## src/frg_pkg.sv

```systemverilog
// shared constants for the frequency reference generator
package frg_pkg;
  // register byte offsets
  localparam logic [7:0] OFF_BACKUP_MODE  = 8'h00;
  localparam logic [7:0] OFF_KEYPAD_REF   = 8'h04;
  localparam logic [7:0] OFF_JOG_REF      = 8'h08;
  localparam logic [7:0] OFF_PRESET_BASE  = 8'h0C;
  localparam logic [7:0] OFF_LOWER_LIMIT  = 8'h2C;
  localparam logic [7:0] OFF_UPPER_LIMIT  = 8'h30;
  localparam logic [7:0] OFF_SOURCE_SEL   = 8'h34;
  localparam logic [7:0] OFF_DI_FUNCTION  = 8'h38;
  localparam logic [7:0] OFF_CONTROL_WORD = 8'h3C;
  localparam logic [7:0] OFF_SERIAL_REF   = 8'h40;
  localparam logic [7:0] OFF_RATED_FREQ   = 8'h44;
  localparam logic [7:0] OFF_EP_TICK      = 8'h48;
  localparam logic [7:0] OFF_STATUS       = 8'h4C;
  localparam logic [7:0] OFF_SPEED_MON    = 8'h50;
  localparam logic [7:0] OFF_LAST         = 8'h50;
  // reset values, frequencies in 0.1 Hz units
  localparam logic [15:0] RST_BACKUP_MODE = 16'h0000;
  localparam logic [15:0] RST_KEYPAD_REF  = 16'h001E;
  localparam logic [15:0] RST_JOG_REF     = 16'h0032;
  localparam logic [15:0] RST_LOWER_LIMIT = 16'h001E;
  localparam logic [15:0] RST_UPPER_LIMIT = 16'h0294;
  localparam logic [15:0] RST_RATED_FREQ  = 16'h0258;
  localparam logic [15:0] RST_EP_TICK     = 16'h07D0;
  localparam logic [15:0] RST_SOURCE_SEL  = 16'h0020;
  localparam logic [15:0] RST_PRESET [8] = '{16'h001E, 16'h00C8, 16'h00C8, 16'h0190,
                                             16'h0190, 16'h01F4, 16'h0258, 16'h0294};
  localparam logic signed [15:0] REF_MAX  = 16'sh0BB8;
  localparam logic signed [15:0] REF_MIN  = -16'sh0BB8;
  // reference source codes
  localparam logic [3:0] SRC_KEYPAD = 4'h0;
  localparam logic [3:0] SRC_ANALOG = 4'h1;
  localparam logic [3:0] SRC_FREQ   = 4'h4;
  localparam logic [3:0] SRC_EPOT   = 4'h7;
  localparam logic [3:0] SRC_MULTI  = 4'h8;
  localparam logic [3:0] SRC_SERIAL = 4'h9;
  localparam logic [3:0] SRC_FBUS   = 4'hB;
  localparam logic [3:0] SRC_SLC    = 4'hC;
  // digital input function codes
  localparam logic [5:0] FN_EP_UP_A  = 6'h0B;
  localparam logic [5:0] FN_EP_DN_A  = 6'h0C;
  localparam logic [5:0] FN_EP_UP_B  = 6'h21;
  localparam logic [5:0] FN_EP_DN_B  = 6'h22;
  localparam logic [5:0] FN_MS_MSB   = 6'h0D;
  localparam logic [5:0] FN_MS_MID   = 6'h0E;
  localparam logic [5:0] FN_MS_LSB   = 6'h0F;
  // control word bits, then serial scale shift, divider steps and speed saturation
  localparam int CW_GEN_ENABLE = 1;
  localparam int CW_FORWARD    = 2;
  localparam int CW_JOG        = 3;
  localparam int CW_REMOTE     = 4;
  localparam int SCALE_SHIFT   = 13;
  localparam logic [4:0] DIV_STEPS = 5'h1D;
  localparam logic [15:0] SPEED_SAT = 16'h7FFF;
endpackage : frg_pkg

```

## src/frg_reference.sv

```systemverilog
// frequency reference generator: sources, limits, backup, multispeed, e.p., 13-bit scale
//
// The implementer's own choices: register access over APB and the register addresses.
`timescale 1ns/100ps
module frg_reference (
  // clock and reset
  input  wire logic        pclk,
  input  wire logic        presetn,
  // apb slave
  input  wire logic        psel,
  input  wire logic        penable,
  input  wire logic        pwrite,
  input  wire logic [7:0]  paddr,
  input  wire logic [31:0] pwdata,
  output logic [31:0]      prdata,
  output logic             pready,
  output logic             pslverr,
  // pins, asynchronous
  input  wire logic [3:0]  digital_input,
  input  wire logic        key_up,
  input  wire logic        key_down,
  input  wire logic        monitoring_mode,
  input  wire logic        drive_enable,
  input  wire logic        inching_command,
  // conditioned references, 0.1 Hz signed, pclk domain
  input  wire logic [15:0] analog_reference,
  input  wire logic [15:0] frequency_input,
  input  wire logic [15:0] fieldbus_reference,
  input  wire logic [15:0] slc_reference,
  // ramp side
  output logic [15:0]      ramp_reference,
  output logic             ramp_forward,
  output logic             drive_enabled,
  output logic             jog_active,
  output logic             config_incompatible_state,
  output logic [15:0]      keypad_display
);

  function automatic logic signed [15:0] clamp(input logic signed [15:0] v,
                                               input logic signed [15:0] lo,
                                               input logic signed [15:0] hi);
    if (v < lo) return lo;
    if (v > hi) return hi;
    return v;
  endfunction : clamp

  function automatic logic fn_is(input logic [23:0] f, input logic [5:0] a,
                                 input logic [5:0] b);
    logic hit;
    hit = 1'b0;
    for (int i = 0; i < 4; i++) begin
      if (f[i*6 +: 6] == a || f[i*6 +: 6] == b) begin
        hit = 1'b1;
      end
    end
    return hit;
  endfunction : fn_is

  // register file
  logic [1:0]         backup_mode_r;
  logic signed [15:0] keypad_ref_r;
  logic signed [15:0] jog_ref_r;
  logic signed [15:0] preset_r [8];
  logic signed [15:0] lower_r;
  logic signed [15:0] upper_r;
  logic [15:0]        source_sel_r;
  logic [23:0]        di_fn_r;
  logic [15:0]        ctrl_word_r;
  logic signed [15:0] ser13_r;
  logic [15:0]        rated_r;
  logic [15:0]        ep_tick_r;

  logic        wr_en;
  logic        rd_en;
  logic        addr_ok;
  logic [3:0]  preset_idx;
  logic        preset_hit;
  assign wr_en      = psel & penable & pwrite;
  assign rd_en      = psel & ~penable & ~pwrite;
  assign addr_ok    = (paddr[1:0] == 2'b00) && (paddr <= frg_pkg::OFF_LAST);
  assign preset_hit = (paddr >= frg_pkg::OFF_PRESET_BASE) && (paddr < frg_pkg::OFF_LOWER_LIMIT);
  assign preset_idx = 4'((paddr - frg_pkg::OFF_PRESET_BASE) >> 2);
  // zero wait state slave
  assign pready     = 1'b1;
  assign pslverr    = psel & penable & ~addr_ok;

  // pin synchronisers; a change counts once stages 2 and 3 agree
  logic [8:0] pin_s1, pin_s2, pin_s3, pin_q;
  always_ff @(posedge pclk or negedge presetn) begin
    if (!presetn) begin
      pin_s1 <= 9'h000;
      pin_s2 <= 9'h000;
      pin_s3 <= 9'h000;
      pin_q  <= 9'h000;
    end else begin
      pin_s1 <= {inching_command, drive_enable, monitoring_mode, key_down, key_up,
                 digital_input};
      pin_s2 <= pin_s1;
      pin_s3 <= pin_s2;
      if (pin_s2 == pin_s3) begin
        pin_q <= pin_s3;
      end
    end
  end

  logic [3:0] di;
  logic       kup, kdn, kup_d, kdn_d, mon, en_pin, jog_pin;
  assign di      = pin_q[3:0];
  assign kup     = pin_q[4];
  assign kdn     = pin_q[5];
  assign mon     = pin_q[6];
  assign en_pin  = pin_q[7];
  assign jog_pin = pin_q[8];

  // multispeed msb may sit on only one of the first two inputs
  logic incompat;
  assign incompat = (di_fn_r[5:0] == frg_pkg::FN_MS_MSB) &&
                    (di_fn_r[11:6] == frg_pkg::FN_MS_MSB);

  // enable: pin and control word both, refused while incompatible
  logic en_r, en_d;
  logic enable_evt;
  always_ff @(posedge pclk or negedge presetn) begin
    if (!presetn) begin
      en_r  <= 1'b0;
      en_d  <= 1'b0;
      kup_d <= 1'b0;
      kdn_d <= 1'b0;
    end else begin
      en_r  <= en_pin & ctrl_word_r[frg_pkg::CW_GEN_ENABLE] & ~incompat;
      en_d  <= en_r;
      kup_d <= kup;
      kdn_d <= kdn;
    end
  end
  assign enable_evt = en_r & ~en_d;

  // backup start value for the digital references
  logic               load_start;
  logic signed [15:0] start_val;
  assign load_start = enable_evt && (backup_mode_r != 2'd1);
  assign start_val  = (backup_mode_r == 2'd2) ? keypad_ref_r : lower_r;

  // register writes and keypad adjustment
  logic key_inc, key_dec;
  assign key_inc = mon & kup & ~kup_d;
  assign key_dec = mon & kdn & ~kdn_d;
  always_ff @(posedge pclk or negedge presetn) begin
    if (!presetn) begin
      backup_mode_r <= frg_pkg::RST_BACKUP_MODE[1:0];
      keypad_ref_r  <= frg_pkg::RST_KEYPAD_REF;
      jog_ref_r     <= frg_pkg::RST_JOG_REF;
      lower_r       <= frg_pkg::RST_LOWER_LIMIT;
      upper_r       <= frg_pkg::RST_UPPER_LIMIT;
      source_sel_r  <= frg_pkg::RST_SOURCE_SEL;
      di_fn_r       <= 24'h00_0000;
      ctrl_word_r   <= 16'h0000;
      ser13_r       <= 16'h0000;
      rated_r       <= frg_pkg::RST_RATED_FREQ;
      ep_tick_r     <= frg_pkg::RST_EP_TICK;
      for (int i = 0; i < 8; i++) begin
        preset_r[i] <= frg_pkg::RST_PRESET[i];
      end
    end else begin
      if (wr_en && addr_ok) begin
        case (paddr)
          frg_pkg::OFF_BACKUP_MODE:  backup_mode_r <= pwdata[1:0];
          frg_pkg::OFF_KEYPAD_REF:   keypad_ref_r  <= clamp(pwdata[15:0], 16'sh0000,
                                                           frg_pkg::REF_MAX);
          frg_pkg::OFF_JOG_REF:      jog_ref_r     <= clamp(pwdata[15:0], frg_pkg::REF_MIN,
                                                           frg_pkg::REF_MAX);
          frg_pkg::OFF_LOWER_LIMIT:  lower_r <= clamp(pwdata[15:0], 16'sh0000,
                                                      frg_pkg::REF_MAX);
          frg_pkg::OFF_UPPER_LIMIT:  upper_r <= clamp(pwdata[15:0], 16'sh0000,
                                                      frg_pkg::REF_MAX);
          frg_pkg::OFF_SOURCE_SEL:   source_sel_r <= {8'h00, pwdata[7:0]};
          frg_pkg::OFF_DI_FUNCTION:  di_fn_r      <= pwdata[23:0];
          frg_pkg::OFF_CONTROL_WORD: ctrl_word_r  <= pwdata[15:0];
          frg_pkg::OFF_SERIAL_REF:   ser13_r      <= pwdata[15:0];
          frg_pkg::OFF_RATED_FREQ:   rated_r      <= pwdata[15:0];
          frg_pkg::OFF_EP_TICK:      ep_tick_r    <= pwdata[15:0];
          default: begin
            if (preset_hit) begin
              preset_r[preset_idx[2:0]] <= clamp(pwdata[15:0], frg_pkg::REF_MIN,
                                                 frg_pkg::REF_MAX);
            end
          end
        endcase
      end else if (load_start) begin
        keypad_ref_r <= start_val;
      end else if (key_inc) begin
        // adjustment stops at the upper limit, software may still write higher
        keypad_ref_r <= (keypad_ref_r >= upper_r) ? keypad_ref_r
                                                  : keypad_ref_r + 16'sh0001;
      end else if (key_dec && keypad_ref_r > 16'sh0000) begin
        keypad_ref_r <= keypad_ref_r - 16'sh0001;
      end
    end
  end

  // serial reference held in 0.1 Hz so backup can overwrite it
  logic               ser_wr_d;
  logic signed [31:0] ser_prod;
  logic signed [15:0] ser_hz_r;
  assign ser_prod = 32'(ser13_r) * $signed({16'h0000, rated_r});
  always_ff @(posedge pclk or negedge presetn) begin
    if (!presetn) begin
      ser_wr_d <= 1'b0;
      ser_hz_r <= 16'sh0000;
    end else begin
      ser_wr_d <= wr_en && (paddr == frg_pkg::OFF_SERIAL_REF);
      if (ser_wr_d) begin
        ser_hz_r <= clamp(16'(ser_prod >>> frg_pkg::SCALE_SHIFT), frg_pkg::REF_MIN,
                          frg_pkg::REF_MAX);
      end else if (load_start) begin
        ser_hz_r <= start_val;
      end
    end
  end

  // electronic potentiometer
  logic               ep_up, ep_dn;
  logic [15:0]        ep_cnt_r;
  logic signed [15:0] ep_ref_r;
  logic [3:0]         ref_src;
  // inputs passed as arguments so the assigns follow pin and function changes
  assign ep_up = fn_hit(di, di_fn_r, frg_pkg::FN_EP_UP_A, frg_pkg::FN_EP_UP_B);
  assign ep_dn = fn_hit(di, di_fn_r, frg_pkg::FN_EP_DN_A, frg_pkg::FN_EP_DN_B);

  function automatic logic fn_hit(input logic [3:0] d, input logic [23:0] f,
                                  input logic [5:0] a, input logic [5:0] b);
    logic hit;
    hit = 1'b0;
    for (int i = 0; i < 4; i++) begin
      if (d[i] && (f[i*6 +: 6] == a || f[i*6 +: 6] == b)) begin
        hit = 1'b1;
      end
    end
    return hit;
  endfunction : fn_hit

  always_ff @(posedge pclk or negedge presetn) begin
    if (!presetn) begin
      ep_cnt_r <= 16'h0000;
      ep_ref_r <= frg_pkg::RST_LOWER_LIMIT;
    end else begin
      if (!en_r && ep_up && ep_dn) begin
        ep_ref_r <= lower_r;
        ep_cnt_r <= 16'h0000;
      end else if (load_start) begin
        ep_ref_r <= start_val;
      end else if (ref_src == frg_pkg::SRC_EPOT && (ep_up ^ ep_dn)) begin
        if (ep_cnt_r >= ep_tick_r) begin
          ep_cnt_r <= 16'h0000;
          ep_ref_r <= clamp(ep_up ? ep_ref_r + 16'sh0001 : ep_ref_r - 16'sh0001,
                            lower_r, upper_r);
        end else begin
          ep_cnt_r <= ep_cnt_r + 16'h0001;
        end
      end else begin
        ep_cnt_r <= 16'h0000;
      end
    end
  end

  // multispeed code, msb from either of the first two inputs
  logic [2:0] ms_code;
  always_comb begin
    ms_code = 3'b000;
    for (int i = 0; i < 4; i++) begin
      if (di[i] && di_fn_r[i*6 +: 6] == frg_pkg::FN_MS_MSB && i < 2) begin
        ms_code[2] = 1'b1;
      end
      if (di[i] && di_fn_r[i*6 +: 6] == frg_pkg::FN_MS_MID) begin
        ms_code[1] = 1'b1;
      end
      if (di[i] && di_fn_r[i*6 +: 6] == frg_pkg::FN_MS_LSB) begin
        ms_code[0] = 1'b1;
      end
    end
  end

  // source selection, local or remote per control word
  assign ref_src = ctrl_word_r[frg_pkg::CW_REMOTE] ? source_sel_r[7:4]
                                                   : source_sel_r[3:0];
  logic signed [15:0] sel_ref;
  logic               signed_src;
  always_comb begin
    signed_src = 1'b0;
    case (ref_src)
      frg_pkg::SRC_KEYPAD: sel_ref = keypad_ref_r;
      frg_pkg::SRC_ANALOG: sel_ref = analog_reference;
      frg_pkg::SRC_FREQ:   sel_ref = frequency_input;
      frg_pkg::SRC_EPOT:   sel_ref = ep_ref_r;
      frg_pkg::SRC_MULTI: begin
        sel_ref    = preset_r[ms_code];
        signed_src = 1'b1;
      end
      frg_pkg::SRC_SERIAL: sel_ref = ser_hz_r;
      frg_pkg::SRC_FBUS:   sel_ref = fieldbus_reference;
      frg_pkg::SRC_SLC:    sel_ref = slc_reference;
      default:             sel_ref = 16'sh0000;
    endcase
    if (jog_active) begin
      sel_ref    = jog_ref_r;
      signed_src = 1'b1;
    end
  end

  // magnitude clamp and direction to the ramp input
  logic               neg;
  logic signed [15:0] mag;
  assign neg = signed_src && sel_ref[15];
  assign mag = neg ? -sel_ref : (sel_ref[15] ? 16'sh0000 : sel_ref);
  always_ff @(posedge pclk or negedge presetn) begin
    if (!presetn) begin
      ramp_reference <= 16'h0000;
      ramp_forward   <= 1'b0;
      jog_active     <= 1'b0;
    end else begin
      jog_active     <= en_r & (jog_pin | ctrl_word_r[frg_pkg::CW_JOG]);
      ramp_reference <= clamp(mag, lower_r, upper_r);
      ramp_forward   <= ctrl_word_r[frg_pkg::CW_FORWARD] ^ neg;
    end
  end

  // 13-bit speed monitor: reference * 8192 / rated, serial long division
  logic [4:0]  div_cnt_r;
  logic [28:0] num_r;
  logic [28:0] quo_r;
  logic [16:0] rem_r;
  logic [16:0] rem_sh;
  logic [15:0] speed_mon_r;
  logic        dir_lat_r;
  assign rem_sh = {rem_r[15:0], num_r[28]};
  always_ff @(posedge pclk or negedge presetn) begin
    if (!presetn) begin
      div_cnt_r   <= 5'h00;
      num_r       <= 29'h0000_0000;
      quo_r       <= 29'h0000_0000;
      rem_r       <= 17'h0_0000;
      speed_mon_r <= 16'h0000;
      dir_lat_r   <= 1'b0;
    end else if (div_cnt_r == 5'h00) begin
      // result published in the same cycle the next run is loaded
      if (quo_r > 29'(frg_pkg::SPEED_SAT)) begin
        speed_mon_r <= dir_lat_r ? frg_pkg::SPEED_SAT : -frg_pkg::SPEED_SAT;
      end else begin
        speed_mon_r <= dir_lat_r ? quo_r[15:0] : -quo_r[15:0];
      end
      num_r     <= {ramp_reference, 13'h0000};
      dir_lat_r <= ramp_forward;
      quo_r     <= 29'h0000_0000;
      rem_r     <= 17'h0_0000;
      div_cnt_r <= frg_pkg::DIV_STEPS;
    end else begin
      num_r     <= {num_r[27:0], 1'b0};
      div_cnt_r <= div_cnt_r - 5'h01;
      if (rem_sh >= {1'b0, rated_r}) begin
        rem_r <= rem_sh - {1'b0, rated_r};
        quo_r <= {quo_r[27:0], 1'b1};
      end else begin
        rem_r <= rem_sh;
        quo_r <= {quo_r[27:0], 1'b0};
      end
    end
  end

  // read data captured in the setup cycle
  always_ff @(posedge pclk or negedge presetn) begin
    if (!presetn) begin
      prdata <= 32'h0000_0000;
    end else if (rd_en) begin
      case (paddr)
        frg_pkg::OFF_BACKUP_MODE:  prdata <= {30'h0000_0000, backup_mode_r};
        frg_pkg::OFF_KEYPAD_REF:   prdata <= {16'h0000, keypad_ref_r};
        frg_pkg::OFF_JOG_REF:      prdata <= {16'h0000, jog_ref_r};
        frg_pkg::OFF_LOWER_LIMIT:  prdata <= {16'h0000, lower_r};
        frg_pkg::OFF_UPPER_LIMIT:  prdata <= {16'h0000, upper_r};
        frg_pkg::OFF_SOURCE_SEL:   prdata <= {16'h0000, source_sel_r};
        frg_pkg::OFF_DI_FUNCTION:  prdata <= {8'h00, di_fn_r};
        frg_pkg::OFF_CONTROL_WORD: prdata <= {16'h0000, ctrl_word_r};
        frg_pkg::OFF_SERIAL_REF:   prdata <= {16'h0000, ser13_r};
        frg_pkg::OFF_RATED_FREQ:   prdata <= {16'h0000, rated_r};
        frg_pkg::OFF_EP_TICK:      prdata <= {16'h0000, ep_tick_r};
        frg_pkg::OFF_STATUS:       prdata <= {5'h00, ms_code, ref_src, jog_active,
                                              ramp_forward, en_r, incompat,
                                              ramp_reference};
        frg_pkg::OFF_SPEED_MON:    prdata <= {16'h0000, speed_mon_r};
        default: begin
          if (preset_hit) begin
            prdata <= {16'h0000, preset_r[preset_idx[2:0]]};
          end else begin
            prdata <= 32'h0000_0000;
          end
        end
      endcase
    end
  end

  assign drive_enabled             = en_r;
  assign config_incompatible_state = incompat;
  assign keypad_display            = keypad_ref_r;

  logic unused_ok;
  assign unused_ok = fn_is(di_fn_r, frg_pkg::FN_MS_MSB, frg_pkg::FN_MS_MSB);

endmodule : frg_reference

```

## config.mk

```make
export PLATFORM = sky130hd
export DESIGN_NAME = frg_reference
export DESIGN_NICKNAME = d
export VERILOG_FILES = /design/src/frg_pkg.sv /design/src/frg_reference.sv
export SDC_FILE = /design/constraint.sdc
export NUM_CORES = 2
export LEC_CHECK = 0
export BUFFER_PORTS_ARGS = -buffer_cell sky130_fd_sc_hd__buf_2
export CAP_MARGIN = 20
export CELL_PAD_IN_SITES_DETAIL_PLACEMENT = 0
export CELL_PAD_IN_SITES_GLOBAL_PLACEMENT = 1
export CORE_MARGIN = 5
export CORE_UTILIZATION = 31
export CTS_CLUSTER_DIAMETER = 80
export CTS_CLUSTER_SIZE = 12
export DETAILED_ROUTE_END_ITERATION = 16
export PLACE_DENSITY_LB_ADDON = 0.1
export SYNTH_ARGS = -nofsm -noshare
export SYNTH_HDL_FRONTEND = slang
export SYNTH_SLANG_ARGS = --single-unit
```

## constraint.sdc

```tcl
create_clock -name pclk -period 10.2 [get_ports pclk]
set_input_delay 2.04 -clock pclk [delete_from_list [all_inputs] [get_ports pclk]]
set_output_delay 2.04 -clock pclk [all_outputs]
set_load 0.02 [all_outputs]
```

[After elaboration in Yosys (flattened, before gate mapping)]
Index checks and enable logic that the tools add are counted.
Word-level totals
  bits in registers: 525
  input port bits: 118
  output and inout port bits: 70
  logic and storage cells: 351
Operators by class
  add/subtract/negate cells: 10
  multipliers: 1
  magnitude comparators: 20
  equal/unequal tests: 51
  muxes and demuxes: 141
  bitwise operators: 26
  reduce and logical (&&, ||, !) cells: 61
Operators by type and width (number)
  16-bit two-way mux: 60
  27-bit one-hot mux with 13 select lines: 1
  128-bit bitwise mux: 1
  16-bit one-hot mux with 8 select lines: 1
  6-bit by 4-bit == test with 1-bit output (second input constant): 18
  16-bit binary-select mux with 3-bit select: 2
  1-bit two-way mux: 70
  29-bit two-way mux: 2
  16-bit demux with 3-bit select: 1
  6-bit == test (second input constant): 8
  8-bit by 6-bit == test with 1-bit output (second input constant): 5
  8-bit by 7-bit == test with 1-bit output (second input constant): 5
  16-bit by 2-bit adder with 16-bit output (second input constant): 2
  16-bit greater-or-equal comparator: 2
  16-bit by 13-bit > comparator with 1-bit output (second input constant): 2
  16-bit > comparator: 2
  16-bit by 13-bit less-than comparator with 1-bit output (second input constant): 2
  16-bit less-than comparator: 2
  16-bit negator: 2
  16-bit by 2-bit subtractor with 16-bit output (second input constant): 2
  1-bit logical AND: 30
  29-bit by 15-bit > comparator with 1-bit output (second input constant): 1
  16-bit by 17-bit multiplier with 29-bit output: 1
  2-bit AND reduction: 11
  40 further kinds: 77

[Depth between registers and ports, before layout]
  depth in word-level cells: 25
  depth in mapped cells: 28
  gate-level depth less buffers: 25

[Least setup slack after synthesis]
No wires, ideal clock.
  path type: register -> register
  start: register rated_r[6]
  end: register ser_hz_r[3]
  setup time: 0.124 ns
  arrival time: 7.205 ns
  data required time: 10.076 ns
  slack: 2.871 ns
  stages on the path, launching flop included: 27
  path buffers: 3
  period minus slack after synthesis: 7.329 ns
  cells stage by stage: dfstp_2 clkbuf_1 clkbuf_1 nand2_1 fa_1 inv_1 fa_1 inv_1 fa_1 inv_1 fa_1 fa_1 inv_1 fa_1 inv_1 ha_1 clkbuf_1 and4_1 o21ai_0 o211ai_1 o31ai_1 a211oi_1 a31o_2 a41o_1 a2111o_1 and2_1 o31a_1
On the way
  longest elaborated chain between the ends: 8
  elaborated cells on any way between the ends: 12
  those cells by class: 1 x mul; 2 x order compare; 9 x mux
RTL lines
  from (decl): line frg_reference.sv:70  | logic [15:0] rated_r;
  from (signal assigned): line frg_reference.sv:159  | rated_r <= frg_pkg::RST_RATED_FREQ;
  from (signal assigned): line frg_reference.sv:180  | frg_pkg::OFF_RATED_FREQ: rated_r <= pwdata[15:0];
  16-bit by 17-bit multiplier with 29-bit output *: line frg_reference.sv:205  | assign ser_prod = 32'(ser13_r) * $signed({16'h0000, rated_r});
  16-bit by 13-bit > comparator with 1-bit output: line frg_reference.sv:43  | if (v > hi) return hi;
  1-bit two-way mux (2 in series): line frg_reference.sv:43
  1-bit two-way mux: line frg_reference.sv:212  | if (ser_wr_d) begin
  16-bit two-way mux: line frg_reference.sv:44  | return v;
  16-bit two-way mux *: line frg_reference.sv:43
  16-bit two-way mux *: line frg_reference.sv:212
  to (signal assigned): line frg_reference.sv:213  | ser_hz_r <= clamp(16'(ser_prod >>> frg_pkg::SCALE_SHIFT), frg_pkg::REF_MIN,
  to (signal assigned): line frg_reference.sv:216  | ser_hz_r <= start_val;
  to (decl): line frg_reference.sv:204  | logic signed [15:0] ser_hz_r;
Mark *: on every way between the ends. The rest lies on a longest branch, timed or not. The select of a mux whose other input is x is not followed.
A chain may end at the register's enable or synchronous reset.

[Final worst setup path]
  start: register ser13_r[6]
  end: register ser_hz_r[10]
On the way
  longest elaborated chain between the ends: 8
  elaborated cells on any way between the ends: 12
  those cells by class: 1 x mul; 2 x order compare; 9 x mux
RTL lines
  from (decl): line frg_reference.sv:69  | logic signed [15:0] ser13_r;
  from (signal assigned): line frg_reference.sv:179  | frg_pkg::OFF_SERIAL_REF: ser13_r <= pwdata[15:0];
  16-bit by 17-bit multiplier with 29-bit output *: line frg_reference.sv:205
  16-bit by 13-bit > comparator with 1-bit output: line frg_reference.sv:43
  1-bit two-way mux (2 in series): line frg_reference.sv:43
  1-bit two-way mux: line frg_reference.sv:212
  16-bit two-way mux: line frg_reference.sv:44
  16-bit two-way mux *: line frg_reference.sv:43
  16-bit two-way mux *: line frg_reference.sv:212
Marked as above.

==> results.cfg <==
[placed_design]
dpl_cell_area_um2 = 41200
place_inst = 5848
place.port_buffers = 173
gp_congestion = 0.907
place_ws_ns = 1.75
dp_hpwl_um = 124000

[timing]
drv_slew = 0
finalClockSkew_ns = 0.0361
finalCriticalPeriod_ns = 8.47
timing.final.ws_setup_ns = 1.73
setup_viol_count_final = 0
worst_pin_slew_ns = 1.09
hold_violations = 0
fin_tns_setup_ns = 0
fmax_mhz = 118
timing.hold.ws_ns = 0.340
timing.final.crit_share = 0.830
rsz0062_at_grt = false
maxSlewHeadroom = 0.268

[worst_setup_path]
cp-end-kind = register
crit_top_cell = fa_1
cp.required_ns = 10.78
crit_type = register to register
crit_end = ser_hz_r[10]
crit_chain = and2_1, fa_1, inv_1, fa_1, fa_1, inv_1, fa_1, fa_1, inv_1, fa_1, inv_1, ha_1, a21o_1, a21o_1, a21oi_1, o211ai_1, o31ai_1, a211oi_1, o311a_1, o41a_1, o2111a_1, o21ai_1, a221o_1
critPathLaunchType = register
cp_max_fo = 18
path_buf_inv = 4
worstSetupStartpoint = ser13_r[6]
crit_family = compound AO/OA/AOI/OAI gates
timing.rr.end = ser_hz_r[10]
regToRegSetupSlack_ns = 1.73
worstSetupPathDepth = 23
cp_slowest_cell = o21ai_1
reg2reg_depth = 23
r2r-start = ser13_r[6]
slowest_delay_ns = 0.79
cp.arrival_ns = 9.05

[routing]
post_drt_via_cell_ratio = 5.50
antenna_left = 0
vias = 32749
wl_um = 166000
drcViolationCount = 0
dr.pass1.iters = 10
routedWlPerCell_um = 27.8
dr.first_iter.drc_count = 3077

[final_layout]
final_cell_area_um2 = 42900
layout.nets = 4818
final_common_cell = nand2_1
layout_common_cells = nand2_1 (596), dfrtp_1 (445), inv_1 (327), o21ai_0 (249), ha_1 (236)
postLayoutCoreUtil = 0.348
fillerInstances = 12965
multiInputGateArea_um2 = 23500
drive_gt1_frac = 0.143
regArea_um2 = 12700
syn_to_final_growth_pct = 11.8
fin_cells = 5956

[power]
finalPower_mw = 5.67
p_leak_nw = 19.7
ir_drop_mv = 0.132
power_density_nw_per_um2 = 132

[yosys]
yosysSeqAreaShare = 0.331
syn_avg_cell_area_um2 = 9.19
synth_warnings = 0
synthArstFlopShare = 1.00
ys_ff_latch = 505
synth_cell_types = 105
netlist.area_leader.share = 0.290
netlist_instances = 4176
synth_edf_count = 0
yosys-top-cells-area = dfrtp_1 (29%), fa_1 (10%), ha_1 (7.7%)
synthFlopType = dfrtp_1
synth_area_leader_cell = dfrtp_1
synthesis.area_um2 = 38400

[die]
core_um2 = 123000
die_area_um2 = 131000
ios = 188
die_width_um = 362
start_util = 0.311
dieHeight_um = 362
rows = 129

[clocking]
clkLatencyLatePin_ns = 0.68
cts_tree = yes
htree_levels = 2
cts-buffers-inserted = 54
clockBufferDepth = 3
cts.hold.buffers_added = 0
clkTransAtPathRegs_ns = 0.07
post-cts-setup-buffers = 0
cts_sinks = 505
ctsResizeCount = 0
cts_root_buffer = clkbuf_16

[global_route]
met3_usage = 0.0295
antenna_found_initial = 19
grt_pass1_wl_um = 239000
grt_pass1_vias = 32237
use_met2 = 0.401
grt_max_degree = 92
grt_overflow = 0
met1_usage = 0.358
grt_use_total = 0.247
top_usage_layer = met2

[flow_run]
cap_violations = 0

[outcome]
status = complete, no violations

[worst_hold_path]
hp-class = register to register
routing by layer:
| layer | up-vias | part of all wire |
|---|---|---|
| met5 | - | 0.00025 |
| met4 | 6 | 0.019 |
| met3 | 167 | 0.056 |
| met2 | 932 | 0.46 |
| met1 | 16814 | 0.46 |
| li1 | 14830 | - |
registers in the layout, summed over array words and instances (netlist names), 24 cells and up:
register,flops
di_fn_r,24
prdata,27
preset_r,128
quo_r,29
report_power, final:
group,internal [mW],switching (mW)
logic,0.544,0.870
registers,2.11,0.123
clock network,1.09,0.935
total,3.75,1.93
logic make-up after synthesis:
logic type,Yosys count,share of synthesized area
AO/OA/AOI/OAI,997,0.175
adder cells (fa/ha/maj),432,0.179
XOR/XNOR,74,0.0169
buffers and inverters,580,0.0595
AND/OR/NAND/NOR,1332,0.164
multiplexers,254,0.0746
flip-flops,505,0.331
other,2,0.000196
layout make-up:
| type | count | share of cell area |
|---|---|---|
| sequential | 505 | 0.296 |
| clock buffer | 87 | 0.0358 |
| antenna | 6 | 0.000350 |
| tap | 1637 | 0.0477 |
| timing repair buffer | 281 | 0.0395 |
| multi-input combinational | 3096 | 0.548 |
| inverter | 330 | 0.0288 |
| clock inverter | 14 | 0.00428 |
cell usage after synthesis (all sizes together), types with 34 or more instances:
cell type / instances
mux2: 126
a21o: 67
fa: 195
nand4: 47
nor2: 223
nor3: 60
a221oi: 36
and2: 152
a21oi: 190
a31oi: 34
clkbuf: 199
xnor2: 55
nand2: 597
a22oi: 70
mux2i: 116
dfstp: 60
o21ai: 263
nand3: 67
o31ai: 40
ha: 237
dfrtp: 445
and3: 34
inv: 327
buf: 51
worst min path at each step:
stage / start / cells past startpoint / slack [ns] / to
4_1_cts: pin_s1[3] / 0 / 0.34 / pin_s2[3]
2_1_floorplan: pin_s1[0] / 0 / 0.33 / pin_s2[0]
6_report: pin_s1[3] / 0 / 0.34 / pin_s2[3]
3_5_place_dp: pin_s1[6] / 0 / 0.34 / pin_s2[6]
5_1_grt: pin_s1[3] / 0 / 0.35 / pin_s2[3]
3_3_place_gp: pin_s1[4] / 0 / 0.34 / pin_s2[4]
Power figures use the tool's default switching activity.
